File: config.mk
export PLATFORM = sky130hd
export DESIGN_NAME = cal_regs
export DESIGN_NICKNAME = d
export VERILOG_FILES = /design/src/rtl/cal_regs_pkg.sv /design/src/rtl/cal_mem_if.sv /design/src/rtl/coeff_store.sv /design/src/rtl/cal_divider.sv /design/src/rtl/cal_regs.sv
export VERILOG_INCLUDE_DIRS = /design/src /design/src/rtl
export SDC_FILE = /design/constraint.sdc
export NUM_CORES = 1
export LEC_CHECK = 0
export BUFFER_PORTS_ARGS = -buffer_cell sky130_fd_sc_hd__buf_2
export CAP_MARGIN = 20
export CORE_UTILIZATION = 48
export CTS_BUF_LIST = sky130_fd_sc_hd__clkbuf_8
export CTS_CLUSTER_SIZE = 24
export DETAILED_ROUTE_END_ITERATION = 6
export GPL_ROUTABILITY_DRIVEN = 0
export PLACE_DENSITY = 0.66
export SKIP_LAST_GASP = 1
export SLEW_MARGIN = 40
export SYNTH_ARGS = -nofsm -noshare
export SYNTH_HDL_FRONTEND = slang
export SYNTH_SLANG_ARGS = --single-unit
File: constraint.sdc
create_clock -name ref_clk -period 2.5 [get_ports ref_clk]
set_input_delay 0.5 -clock ref_clk [delete_from_list [all_inputs] [get_ports ref_clk]]
set_output_delay 0.5 -clock ref_clk [all_outputs]
set_load 0.02 [all_outputs]
File: src/rtl/cal_regs_defines.svh
/*
 Offsets, field positions, reset values and counts for the calibration register bank.
 Assumes inclusion by bare name from the package and the design modules.
*/
// How it works
// - Calibration state reads at bits 5:4; 00 none, 01 self, 11 user.
// - Bits 2:0 select calibration clock divide 256 down to 2; reset 000.
// - Control bit 7 reads 1 once a calibration cycle finished; reset 0.
// - Writing 1 to control bit 6 starts the self-calibration cycle.
// - Control bit 3 stores coefficient data at the selected address.
// - Control bit 2 fetches the selected coefficient into the data register.
// - Control bit 0 restores every coefficient to its uncalibrated default.
// - Six-bit coefficient address, read/write, resets to zero.
// - Six-bit coefficient data, read/write, resets to all ones.
// - Register 0x00 bit 0 selects external reference; zero keeps internal.
// - Calibration clock runs only while its enable bit is one.
`ifndef CAL_REGS_DEFINES_SVH
`define CAL_REGS_DEFINES_SVH
`define ADDR_SPI_CTL 5'h00
`define ADDR_DATA_CTL 5'h02
`define ADDR_CAL_CONFIG 5'h0E
`define ADDR_CAL_CONTROL 5'h0F
`define ADDR_COEFF_INDEX 5'h10
`define ADDR_COEFF_VALUE 5'h11
`define BIT_EXT_REF 0
`define BIT_CAL_CLK_EN 0
`define BIT_DONE 7
`define BIT_START 6
`define BIT_WRITE 3
`define BIT_READ 2
`define BIT_CLEAR 0
`define COEFF_INDEX_RST 6'h00
`define COEFF_VALUE_RST 6'h3F
`define COEFF_DEFAULT 6'h20
`define DIVIDE_RST 3'h0
`define SRC_COEFF_CLEAR_STROBE 2'h0
`define SRC_SELF 2'h1
`define SRC_USER 2'h3
`define CAL_STEPS_PER_WORD 4
`endif

File: src/rtl/cal_regs_pkg.sv
/*
 Types shared by the calibration register bank modules.
 Assumes the defines header sits beside it.
*/
`include "cal_regs_defines.svh"
package cal_regs_pkg;
    typedef enum logic [1:0] {
        cal_idle,
        cal_run,
        cal_done
    } cal_state_t;
    typedef logic [5:0] coeff_t;
endpackage : cal_regs_pkg

File: src/rtl/cal_mem_if.sv
/*
 Interface carrying coefficient memory accesses between the bank and its store.
 Assumes one clock; write, clear and read act on the same edge they are seen.
*/
`timescale 1ns/10ps
interface cal_mem_if #(parameter int AW = 6);
    import cal_regs_pkg::*;
    logic wr_en;
    logic clr_all;
    logic [AW-1:0] addr;
    coeff_t wdata;
    coeff_t rdata;
    modport ctrl (output wr_en, output clr_all, output addr, output wdata, input rdata);
    modport mem (input wr_en, input clr_all, input addr, input wdata, output rdata);
endinterface : cal_mem_if

File: src/rtl/coeff_store.sv
/*
 Static coefficient store: one word per address, bulk clear to default.
 Assumes one access per cycle from the register bank; read is registered.
*/
`timescale 1ns/10ps
`include "cal_regs_defines.svh"
module coeff_store
    import cal_regs_pkg::*;
#(
    parameter int DEPTH = 64
) (
    input wire logic ref_clk, // Conversion clock
    input wire logic rst_n, // Sync reset, active low
    cal_mem_if.mem bus // Access port
);
    coeff_t mem_q [DEPTH];
    coeff_t mem_d [DEPTH];
    coeff_t rd_q;
    coeff_t rd_d;

    initial begin
        assert (DEPTH >= 2 && DEPTH <= 64) else $error("DEPTH out of range");
    end

    always_comb begin
        mem_d = mem_q;
        rd_d = mem_q[bus.addr];
        if (bus.clr_all) begin
            for (int i = 0; i < DEPTH; i++) begin
                mem_d[i] = `COEFF_DEFAULT;
            end
        end else if (bus.wr_en) begin
            mem_d[bus.addr] = bus.wdata;
        end
    end

    always_ff @(posedge ref_clk) begin
        if (!rst_n) begin
            for (int i = 0; i < DEPTH; i++) begin
                mem_q[i] <= `COEFF_DEFAULT;
            end
            rd_q <= 6'h00;
        end else begin
            mem_q <= mem_d;
            rd_q <= rd_d;
        end
    end

    assign bus.rdata = rd_q;
endmodule : coeff_store

File: src/rtl/cal_divider.sv
/*
 Calibration clock divider: a free counter gives a one-cycle tick per period.
 Assumes divide code changes only while the gate is off; stray ticks are harmless.
*/
`timescale 1ns/10ps
`include "cal_regs_defines.svh"
module cal_divider (
    input wire logic ref_clk, // Conversion clock
    input wire logic rst_n, // Sync reset, active low
    input wire logic enable, // Gate for the calibration clock
    input wire logic [2:0] divide, // Divide code
    output logic tick // One cycle per calibration clock period
);
    logic [7:0] cnt_q;
    logic [7:0] cnt_d;
    logic [7:0] last;
    logic tick_q;
    logic tick_d;

    always_comb begin
        last = 8'(8'hFF >> divide);
        tick_d = 1'b0;
        cnt_d = 8'h00;
        if (enable) begin
            if (cnt_q >= last) begin
                tick_d = 1'b1;
            end else begin
                cnt_d = 8'(cnt_q + 8'h01);
            end
        end
    end

    always_ff @(posedge ref_clk) begin
        if (!rst_n) begin
            cnt_q <= 8'h00;
            tick_q <= 1'b0;
        end else begin
            cnt_q <= cnt_d;
            tick_q <= tick_d;
        end
    end

    assign tick = tick_q;
endmodule : cal_divider

File: src/rtl/cal_regs.sv
/*
 Calibration register bank: reference select, calibration clock gating and
 divide, self-calibration sequencing and indirect coefficient memory access.
 Assumes a serial-port front end that hands over decoded byte writes and reads
 on a five-bit register address, one access per cycle, synchronous to ref_clk.
*/
`timescale 1ns/10ps
`include "cal_regs_defines.svh"
module cal_regs
    import cal_regs_pkg::*;
#(
    parameter int STEPS = `CAL_STEPS_PER_WORD
) (
    input wire logic ref_clk, // Conversion clock, 40 MHz
    input wire logic rst_n, // Sync reset, active low
    input wire logic reg_wr, // Register write strobe
    input wire logic reg_rd, // Register read strobe
    input wire logic [4:0] reg_addr, // Register address
    input wire logic [7:0] reg_wdata, // Write data byte
    output logic [7:0] reg_rdata, // Read data byte, registered
    output logic reg_rvalid, // Read data valid pulse
    output logic external_ref_select, // High selects external reference
    output logic cal_clock_gate, // Calibration clock enabled
    output logic cal_busy // Self-calibration running
);
    logic ext_ref_q, ext_ref_d;
    logic clk_en_q, clk_en_d;
    logic [2:0] cal_clock_divide_q, cal_clock_divide_d;
    logic [1:0] cal_source_state_q, cal_source_state_d;
    logic cal_done_flag_q, cal_done_flag_d;
    coeff_t coeff_index_q, coeff_index_d;
    coeff_t coeff_value_q, coeff_value_d;
    logic rd_pend_q, rd_pend_d;
    cal_state_t state_q, state_d;
    coeff_t step_addr_q, step_addr_d;
    logic [7:0] step_cnt_q, step_cnt_d;
    logic [7:0] rdata_q, rdata_d;
    logic rvalid_q, rvalid_d;
    logic busy_q, busy_d;
    logic cal_tick;
    logic wr_cfg, wr_ctl, wr_idx, wr_val;

    cal_mem_if #(.AW(6)) mem_bus ();

    initial begin
        assert (STEPS >= 1 && STEPS <= 255) else $error("STEPS out of range");
    end

    cal_divider u_div (
        .ref_clk(ref_clk),
        .rst_n(rst_n),
        .enable(clk_en_q),
        .divide(cal_clock_divide_q),
        .tick(cal_tick)
    );

    coeff_store #(.DEPTH(64)) u_store (
        .ref_clk(ref_clk),
        .rst_n(rst_n),
        .bus(mem_bus)
    );

    assign wr_cfg = reg_wr && reg_addr == `ADDR_CAL_CONFIG;
    assign wr_ctl = reg_wr && reg_addr == `ADDR_CAL_CONTROL;
    assign wr_idx = reg_wr && reg_addr == `ADDR_COEFF_INDEX;
    assign wr_val = reg_wr && reg_addr == `ADDR_COEFF_VALUE;

    // Plain configuration bits
    always_comb begin
        ext_ref_d = ext_ref_q;
        clk_en_d = clk_en_q;
        cal_clock_divide_d = cal_clock_divide_q;
        coeff_index_d = coeff_index_q;
        if (reg_wr && reg_addr == `ADDR_SPI_CTL) begin
            ext_ref_d = reg_wdata[`BIT_EXT_REF];
        end
        if (reg_wr && reg_addr == `ADDR_DATA_CTL) begin
            clk_en_d = reg_wdata[`BIT_CAL_CLK_EN];
        end
        if (wr_cfg) begin
            cal_clock_divide_d = reg_wdata[2:0];
        end
        if (wr_idx) begin
            coeff_index_d = reg_wdata[5:0];
        end
    end

    // Calibration sequence and coefficient actions
    always_comb begin
        state_d = state_q;
        step_addr_d = step_addr_q;
        step_cnt_d = step_cnt_q;
        cal_done_flag_d = cal_done_flag_q;
        cal_source_state_d = cal_source_state_q;
        coeff_value_d = coeff_value_q;
        rd_pend_d = 1'b0;
        mem_bus.wr_en = 1'b0;
        mem_bus.clr_all = 1'b0;
        mem_bus.addr = coeff_index_q;
        mem_bus.wdata = coeff_value_q;
        if (wr_val) begin
            coeff_value_d = reg_wdata[5:0];
        end
        if (rd_pend_q) begin
            coeff_value_d = mem_bus.rdata;
        end
        unique case (state_q)
            cal_idle, cal_done: begin
                if (wr_ctl && reg_wdata[`BIT_START]) begin
                    state_d = cal_run;
                    cal_done_flag_d = 1'b0;
                    step_addr_d = 6'h00;
                    step_cnt_d = 8'h00;
                end else if (wr_ctl && reg_wdata[`BIT_CLEAR]) begin
                    mem_bus.clr_all = 1'b1;
                    cal_source_state_d = `SRC_COEFF_CLEAR_STROBE;
                end else if (wr_ctl && reg_wdata[`BIT_WRITE]) begin
                    mem_bus.wr_en = 1'b1;
                    cal_source_state_d = `SRC_USER;
                end else if (wr_ctl && reg_wdata[`BIT_READ]) begin
                    rd_pend_d = 1'b1;
                end
            end
            cal_run: begin
                mem_bus.addr = step_addr_q;
                mem_bus.wdata = `COEFF_DEFAULT;
                if (cal_tick) begin
                    if (step_cnt_q == 8'(STEPS - 1)) begin
                        step_cnt_d = 8'h00;
                        mem_bus.wr_en = 1'b1;
                        if (step_addr_q == 6'h3F) begin
                            state_d = cal_done;
                            cal_done_flag_d = 1'b1;
                            cal_source_state_d = `SRC_SELF;
                        end else begin
                            step_addr_d = 6'(step_addr_q + 6'h01);
                        end
                    end else begin
                        step_cnt_d = 8'(step_cnt_q + 8'h01);
                    end
                end
            end
        endcase
        // Registered so the busy output comes straight from a flop
        busy_d = state_d == cal_run;
    end

    // Read mux; control action bits always read as zero
    always_comb begin
        rdata_d = rdata_q;
        rvalid_d = reg_rd;
        if (reg_rd) begin
            unique case (reg_addr)
                `ADDR_SPI_CTL: rdata_d = {7'h00, ext_ref_q};
                `ADDR_DATA_CTL: rdata_d = {7'h00, clk_en_q};
                `ADDR_CAL_CONFIG: rdata_d = {2'h0, cal_source_state_q, 1'b0,
                    cal_clock_divide_q};
                `ADDR_CAL_CONTROL: rdata_d = {cal_done_flag_q, 7'h00};
                `ADDR_COEFF_INDEX: rdata_d = {2'h0, coeff_index_q};
                `ADDR_COEFF_VALUE: rdata_d = {2'h0, coeff_value_q};
                default: rdata_d = 8'h00;
            endcase
        end
    end

    always_ff @(posedge ref_clk) begin
        if (!rst_n) begin
            ext_ref_q <= 1'b0;
            clk_en_q <= 1'b0;
            cal_clock_divide_q <= `DIVIDE_RST;
            cal_source_state_q <= `SRC_COEFF_CLEAR_STROBE;
            cal_done_flag_q <= 1'b0;
            coeff_index_q <= `COEFF_INDEX_RST;
            coeff_value_q <= `COEFF_VALUE_RST;
            rd_pend_q <= 1'b0;
            state_q <= cal_idle;
            step_addr_q <= 6'h00;
            step_cnt_q <= 8'h00;
            rdata_q <= 8'h00;
            rvalid_q <= 1'b0;
            busy_q <= 1'b0;
        end else begin
            ext_ref_q <= ext_ref_d;
            clk_en_q <= clk_en_d;
            cal_clock_divide_q <= cal_clock_divide_d;
            cal_source_state_q <= cal_source_state_d;
            cal_done_flag_q <= cal_done_flag_d;
            coeff_index_q <= coeff_index_d;
            coeff_value_q <= coeff_value_d;
            rd_pend_q <= rd_pend_d;
            state_q <= state_d;
            step_addr_q <= step_addr_d;
            step_cnt_q <= step_cnt_d;
            rdata_q <= rdata_d;
            rvalid_q <= rvalid_d;
            busy_q <= busy_d;
        end
    end

    assign reg_rdata = rdata_q;
    assign reg_rvalid = rvalid_q;
    assign external_ref_select = ext_ref_q;
    assign cal_clock_gate = clk_en_q;
    assign cal_busy = busy_q;
endmodule : cal_regs

==> run summary, run 1 <==
The floorplan step set the die height to 200 um. The most critical setup path has its endpoint at u_store.bus.rdata[1]. The smallest hold slack is 151 ps. After synthesis, the share of flip-flops with an asynchronous set or reset is 0%. The area of the mapped netlist is 18700 um2. The path class of the tightest hold or removal check is input pin to flop. The adder-cell share of the synthesized area is 0.667%. The tool flagged a number of max-cap violations equal to 0. The net count of the finished layout came out at roughly 2400. The biggest area contributor in the post-synthesis netlist is dfxtp_1.

The layout-stage area growth over the synthesis result came out at 24.0%. The share of layout cells above drive strength 1 came out at 21.4%. The multiplexer area fraction after synthesis came out at 3.72%. The effective utilization at floorplan is 48.6%. The total routed wirelength is 60300 um. Synthesis instantiated 75 different standard cells from the library. The half-perimeter wire length after placement came out at 40600 um. The clock latency at the later pin of the worst-skew pair is 640 ps.

The worst setup path is captured at a flop. The synthesized flop and latch total is 445. The number of buffer and inverter instances along the worst setup path is 2. The clock slew seen by the registers of the worst setup and hold paths came out at 60 ps. The critical path crosses 8 cells after its start point. The average cell area after synthesis is 8.32 um2. The achievable clock frequency came out at 361 MHz. The remaining antenna violation count after routing came out at 0. For the pin with the worst max-slew slack, the measured transition is 796 ps. The final reports fail on negative setup slack. The initial antenna violation count came out at 1.

The run finished, with violations left. On the final layout, the worst clock skew is 22.8 ps. The first global-routing pass estimated just over 90000 um of wire. The floorplan die width came out at 200 um.

The maximum buffer depth of the clock tree came out at 3. The worst endpoint required time came out at 3020 ps. The share of the clock period used by the worst path is 111%. The post-detailed-placement cell area came out at 21100 um2. The combinational family with the most area after synthesis is compound AO/OA/AOI/OAI gates. The startpoint of the most critical setup path is state_q[0]. The number of failing hold endpoints at the final stage was 0. The worst register-to-register path begins at state_q[0]. In the routed layout, each cell is associated on average with a via count of around 6.

The prevailing post-synth register cell is dfxtp_1. In this design, the largest share of critical-path delay is due to simple AND/OR/NAND/NOR gates. The count of unresolved DRC violations after routing came out at 0. The xor and xnor area share after synthesis came out at 0.747%. The count of flip-flops with a built-in enable after synthesis came out at 0. The worst setup slack before clock tree synthesis is -407 ps. The compound-cell area share of the yosys netlist came out at 21.6%. The total global routing overflow came out at 0. Sequential cells were found to cover between 40% and 50% of the synthesized design area.

IR analysis of the VDD net gives a maximum drop of 0.000531 V. The endpoint identified for the worst register-to-register timing path is u_store.bus.rdata[1]. Summing over every cut layer, the via total after detailed routing is 17700. The number of top-level pins is 29. The detailed router finished its first iteration with 1595 violations. The critical path goes through buf_4, nand3b_1, a21boi_4, buf_2, nor3_1, or3_1, or3_4, o41a_1.

The worst register-to-register path has a depth of 8. The relative slew slack came out at 46.6%. The via count of the first global-routing pass came out at ~16000.

Synthesis produced 2254 cells. The count of clock tree sinks is 445. After layout, the minimum clock period comes to roughly 2800 ps. During synthesis, Yosys emitted a total of 0 warnings. The largest net degree at the start of global routing came out at 126. The area share of and/or/nand/nor cells after synthesis came out at 20.8%.

The class of the most critical setup path is flop to flop. The setup violation total in the final timing report came out at 14. The ratio of total power to cell area is 594 nW/um2.

Among all stages on the critical path, the largest delay is contributed by a21boi_4. Clock tree synthesis selected as its root buffer the cell clkbuf_8. The stage delay of the slowest cell on the critical path is roughly 450 ps. The clock tree synthesis step divided the H-tree into 3 levels.

The number of optimization iterations in the first detailed-route pass came out at 5. The CTS tree is built. The detailed-route wire length per cell is slightly above 20 um. The region available for standard cell placement spans 38600 um2. The top-area cell type share of the netlist area is 47.5%. The combined global-route utilization of all metal layers is 30.2%. The number of rows in the core area is 72. The flop-to-flop setup slack came out at -270 ps. The antenna diode count is 0.

The startpoint type of the worst setup path is a flop. At the worst endpoint, the arrival time is 3290 ps. Setup repair after global routing could not meet its margin everywhere. In this run the static leakage power is 0.00843 uW.

The final number of max-transition violations came out at 0. The cell area after layout is roughly 23000 um2. The number of CTS-inserted buffers is 74. The overall die area is 39900 um2. Ranked by total cell area, the synthesized netlist is headed by dfxtp_1, o21ai_0, nand3_1.

Counting every net in the synthesized netlist gives 2281. The number of port buffers is 26. The top fanout value on the critical path is 6. The least setup slack across all paths after layout came out at -273 ps.
## tightest hold or removal path: stages
cell	delay, ps
buf_2	90
mux2i_1	60
nor2b_1	100
## final cells by class
class / count / area, um2
sequential: 445 / 8920
clock inverter: 33 / 174
multi-input combinational: 1583 / 9460
timing repair buffer: 300 / 2770
inverter: 14 / 52.6
tap: 518 / 648
clock buffer: 89 / 1220
fill: 3416 / 15300
## state kept, by name, indices dropped and copies added (netlist names), 2 cells and up
name / flops
u_store.mem_q: 384
step_cnt_q: 8
u_div.cnt_q: 8
reg_rdata: 7
coeff_index_q: 6
coeff_value_q: 6
step_addr_q: 6
u_store.bus.rdata: 6
cal_clock_divide_q: 3
cal_source_state_q: 2
state_q: 2
## placed cells by master, fill, tap and decap left out, types with 9 or more instances in the layout
cell,count
or3_1,9
inv_1,40
ha_1,9
a221oi_2,10
mux2_2,17
a21oi_1,94
nand4_1,20
buf_4,212
nor2_1,171
buf_6,20
clkbuf_8,89
buf_12,40
nor2b_1,27
o21ai_1,9
mux2i_1,38
a22oi_1,73
dfxtp_1,443
o21ai_0,356
a22o_1,19
nor3_1,24
o21a_1,13
nand2_1,104
nand3_1,348
and2_1,11
nand2_2,27
a31oi_1,20
buf_2,27
## metrics by stage
step / utilization (%) / setup TNS [ps] / total power (uW) / std cells
2_1_floorplan: - / -392 / 7500 / 2254
3_3_place_gp: 54.7 / -44640 / 7710 / 2834
3_5_place_dp: 54.8 / -50950 / 7710 / 2835
4_1_cts: 59.5 / -980 / 13900 / 2975
5_1_grt: 60.3 / -6790 / 14200 / 2982
6_report: 60.3 / -1440 / 13800 / 2982
## worst min-delay path by stage
stage,startpoint,endpoint,slack (ps),cells past startpoint
floorplan,u_store.bus.rdata[1],coeff_value_q[1],420,2
finish,reg_wdata[4],coeff_index_q[4],150,3
detailed placement,u_store.mem_q[186],u_store.mem_q[186],450,2
global placement,u_store.mem_q[33],u_store.mem_q[33],450,2
CTS,reg_wdata[2],rd_pend_q,120,3
global route,reg_wdata[4],coeff_index_q[4],120,3
## synthesized netlist by cell type (4+ instances only)
cell,number
a2111o_1,4
nand2_1,133
o41a_1,6
and2_1,10
buf_1,43
or3_1,14
o31a_1,7
a222oi_1,4
nor2_1,175
nand2b_1,4
a21oi_1,94
ha_1,10
clkbuf_1,141
a22o_1,20
a31oi_1,22
nand4_1,20
nor2b_1,28
o221ai_1,5
a221oi_1,13
xnor2_1,8
o21ai_0,358
inv_1,14
mux2i_1,43
nor4b_1,4
o31ai_1,7
and4_1,7
nand3_1,354
buf_2,21
nor3_1,29
buf_4,5
o21a_1,14
mux2_2,19
o21ai_1,9
a22oi_1,81
and3_1,6
dfxtp_1,445
xor2_1,8
a21boi_0,6
## repair_timing
item,CTS,global route
gates cloned,1,1
setup buffers,17,6
pin swaps,28,19
hold buffers,0,0
endpoints found under the setup margin,201,330
resized for setup,60,59
## metal layers
layer	vias up	part of all wire, %	wire (um)	GRT usage [%]
met1	8313	41	24900	38.6
met5	-	0.022	13	0
met4	2	4.0	2420	14.2
met2	710	47	28100	48.8
li1	8473	-	-	-
met3	159	8.2	4940	6.01
## logic make-up (layout without fill, tap and decap cells)
group | after synthesis | after routing
AOI/OAI and AO/OA | 679 | 679
other | 1 | 1
DFF | 445 | 445
adders and majority gates | 10 | 10
buffers and inverters | 227 | 436
xor gates and xnor gates | 16 | 16
muxes | 65 | 66
and+or+nand+nor | 811 | 811
## report_power, final
group / switching, uW / internal (uW) / total [uW]
combinational: 338 / 143 / 480
sequential: 5.95 / 7100 / 7100
clock: 2920 / 3310 / 6220
No activity file was read; power rests on OpenSTA's default activity.
==> run 2: changes to the inputs <==
- PLACE_DENSITY: 0.66 -> not set
- PLACE_DENSITY_LB_ADDON: not set -> 0.1
- clock period: 2.5 -> 3.1 ns (I/O delays scaled with it)
==> run 2 against run 1 <==
  * The flow now finishes without violations
  * Non-clock buffer count decreased by 164
  * First-iteration DRC count fell by 9.7%
  * Clock-buffer cell count grew 3
  * Clock power fell by 19%
  * Via count shrank 5.2%
  * Hold slack better by 140 ps
  * Critical path type unchanged
  * Largest cell class unchanged
==> run summary, run 2 (synthesis results as in run 1) <==
The remaining antenna violation count after routing came out at 0. The layout-stage area growth over the synthesis result came out at 13.7%. The via count of the first global-routing pass was roughly 15000. STA classifies the critical path endpoint as a flop.

In this run, post-CTS hold repair placed 0 buffers. In this run the power density over the cells is 522 nW/um2. The share of layout cells above drive strength 1 is between 10 and 15%. Counting flops per register, the top entry is u_store.mem_q. The flip-flop count of the largest register after layout came out at roughly 380. The library cell used most frequently in the layout, excluding fill and tap cells, is dfxtp_1. Once detailed placement completed, the half-perimeter wirelength came to a little under 40000 um. The total routed wirelength came out at 58400 um. The met2 wire length came out at about 27000 um. The initialized floorplan defines 72 standard-cell rows. The maximum buffer depth of the clock tree came out at 3.

The max capacitance violation total is 0. The effective utilization at floorplan came out at between 40% and 50%. The number of failing hold endpoints at the final stage is 0. The final number of max-transition violations is 0. In the final layout, the registers with the most flip-flops are u_store.mem_q: 384 flops, step_cnt_q: 8 flops, u_div.cnt_q: 8 flops. The share of the clock period used by the worst path came out at 99.4%.

The area of the core came out at 38600 um2. Static timing analysis puts the maximum clock frequency at 325 MHz. The detailed-route wire length per cell is 20.6 um. The vias after detailed routing is 16700. The top cell types in the final layout, fill and taps aside, are dfxtp_1, o21ai_0, nand3_1. The die span in y came out at 200 um. The number of top-level pins came out at 29. Summed over all failing endpoints, the final setup total negative slack is 0 ps. Setup repair after global routing could not meet its margin everywhere. For this block, wires on met1 add up to 25300 um. With fillers left out, the area of the finished cells amounts to 21300 um2. For this run, the total global-route usage over all layers was measured as 29.3%. The post-detailed-placement cell area is 19800 um2. The total instance count after detailed placement is 2695. Entering global routing, the biggest net connects ~140 pins. The floorplan step set the die width to 200 um. The overall die area is 39900 um2. The count of unresolved DRC violations after routing is 0. The root buffer cell is clkbuf_8. The global-route wire length before repair came out at 88900 um. Across the VDD grid, the largest voltage drop is 0.000352 V. The violation count after the first detailed-route iteration came out at 1440. The number of CTS-inserted buffers is 76. At the later pin of the worst-skew pair, clock insertion delay measures 650 ps.

The number of optimization iterations in the first detailed-route pass is 5. The number of H-tree branching levels is 3. The data arrival time of the worst path came out at 3600 ps. The final critical path time including I/O delays and setup came out at slightly above 3000 ps. The net count of the finished layout is 2282. Routed signal wires occupy layers up through met5. The type of the most critical hold path is input pin to flop. The clock slew seen by the registers of the worst setup and hold paths came out at 70 ps.

The worst setup path is of the flop to flop kind. The setup violation total in the final timing report came out at 0. The cell leakage power came out at 0.00743 uW. The initial antenna violation count is 1. On the final layout, the worst hold slack is 287 ps. The number of port buffers came out at 26. The amount of wire on met3 after detailed routing is slightly above 4000 um. The maximum clock skew at final layout is 35.9 ps.

The run finished with clean final reports. The count of clock tree sinks is between 400 and 500. The final standard cell count with taps included and fillers excluded came out at approximately 2800. The actual transition at the worst max-transition pin came out at 790 ps. The CTS tree is built. The top fanout value on the critical path is 8. STA classifies the critical path startpoint as a flop. The detailed-route vias per instance came out at 5.92. The relative slew slack came out at 47.1%. The worst endpoint required time came out at 3620 ps. The antenna diode count came out at 0. The total global routing overflow came out at 0.
-- run 2: changes by cell type in the layout (fill, tap and decap cells not counted), moves of 10 or more --
cell / change
nand2_2: -26
buf_4: -121
buf_6: -20
nand2_1: +29
a221oi_2: -10
a221oi_1: +10
buf_12: -21
-- run 2: per-layer routing --
metal	global-route usage (%)	up-vias
met5	0	-
met4	12.0	2
met3	6.13	130
met2	47.9	526
met1	37.5	7935
li1	-	8145
-- run 2: through the flow --
stage | worst slack (ps) | power, uW | util (%)
global route | -35.7 | 11500 | 55.3
CTS | 3.20 | 11200 | 55.2
detailed placement | 42.5 | 6190 | 51.5
global placement | 20.6 | 6190 | 51.4
finish | 19.7 | 11100 | 55.3
floorplan | 427 | 6040 | -
-- run 2: worst paths after layout --
| path | start | endpoint | slack [ps] | cells after the start |
|---|---|---|---|---|
| max | state_q[1] | u_store.bus.rdata[1] | 20 | 7 |
| min | reg_wdata[5] | coeff_index_q[5] | 290 | 3 |
| max reg2reg | state_q[1] | u_store.bus.rdata[1] | 20 | 7 |
| min reg2reg | u_store.mem_q[234] | u_store.mem_q[234] | 460 | 2 |
-- run 2: area by class of cell --
| class | count | area [um2] |
|---|---|---|
| fill | 3640 | 17200 |
| clock buffer | 92 | 1270 |
| sequential | 445 | 8910 |
| multi-input combinational | 1582 | 9060 |
| clock inverter | 41 | 183 |
| inverter | 14 | 52.6 |
| tap | 518 | 648 |
| timing repair buffer | 136 | 1190 |
-- run 2: power breakdown --
group          internal, uW  total, uW  switching [uW]
Clock                  2680       5060            2390
Combinational          82.1        341             259
Sequential             5730       5730            4.85
-- run 2: repair_timing --
action	CTS	global route
setup endpoints to repair	1	4
pin swaps	0	1
gates resized for setup	1	2
setup buffers	0	0
-- run 2: critical path: stages (launching register included) --
cell      delay [ps]
dfxtp_1          440
and2b_1          280
o21ai_4          360
mux2_2           390
a221oi_1         360
nand4_1          330
a2111o_1         490
o41a_1           310
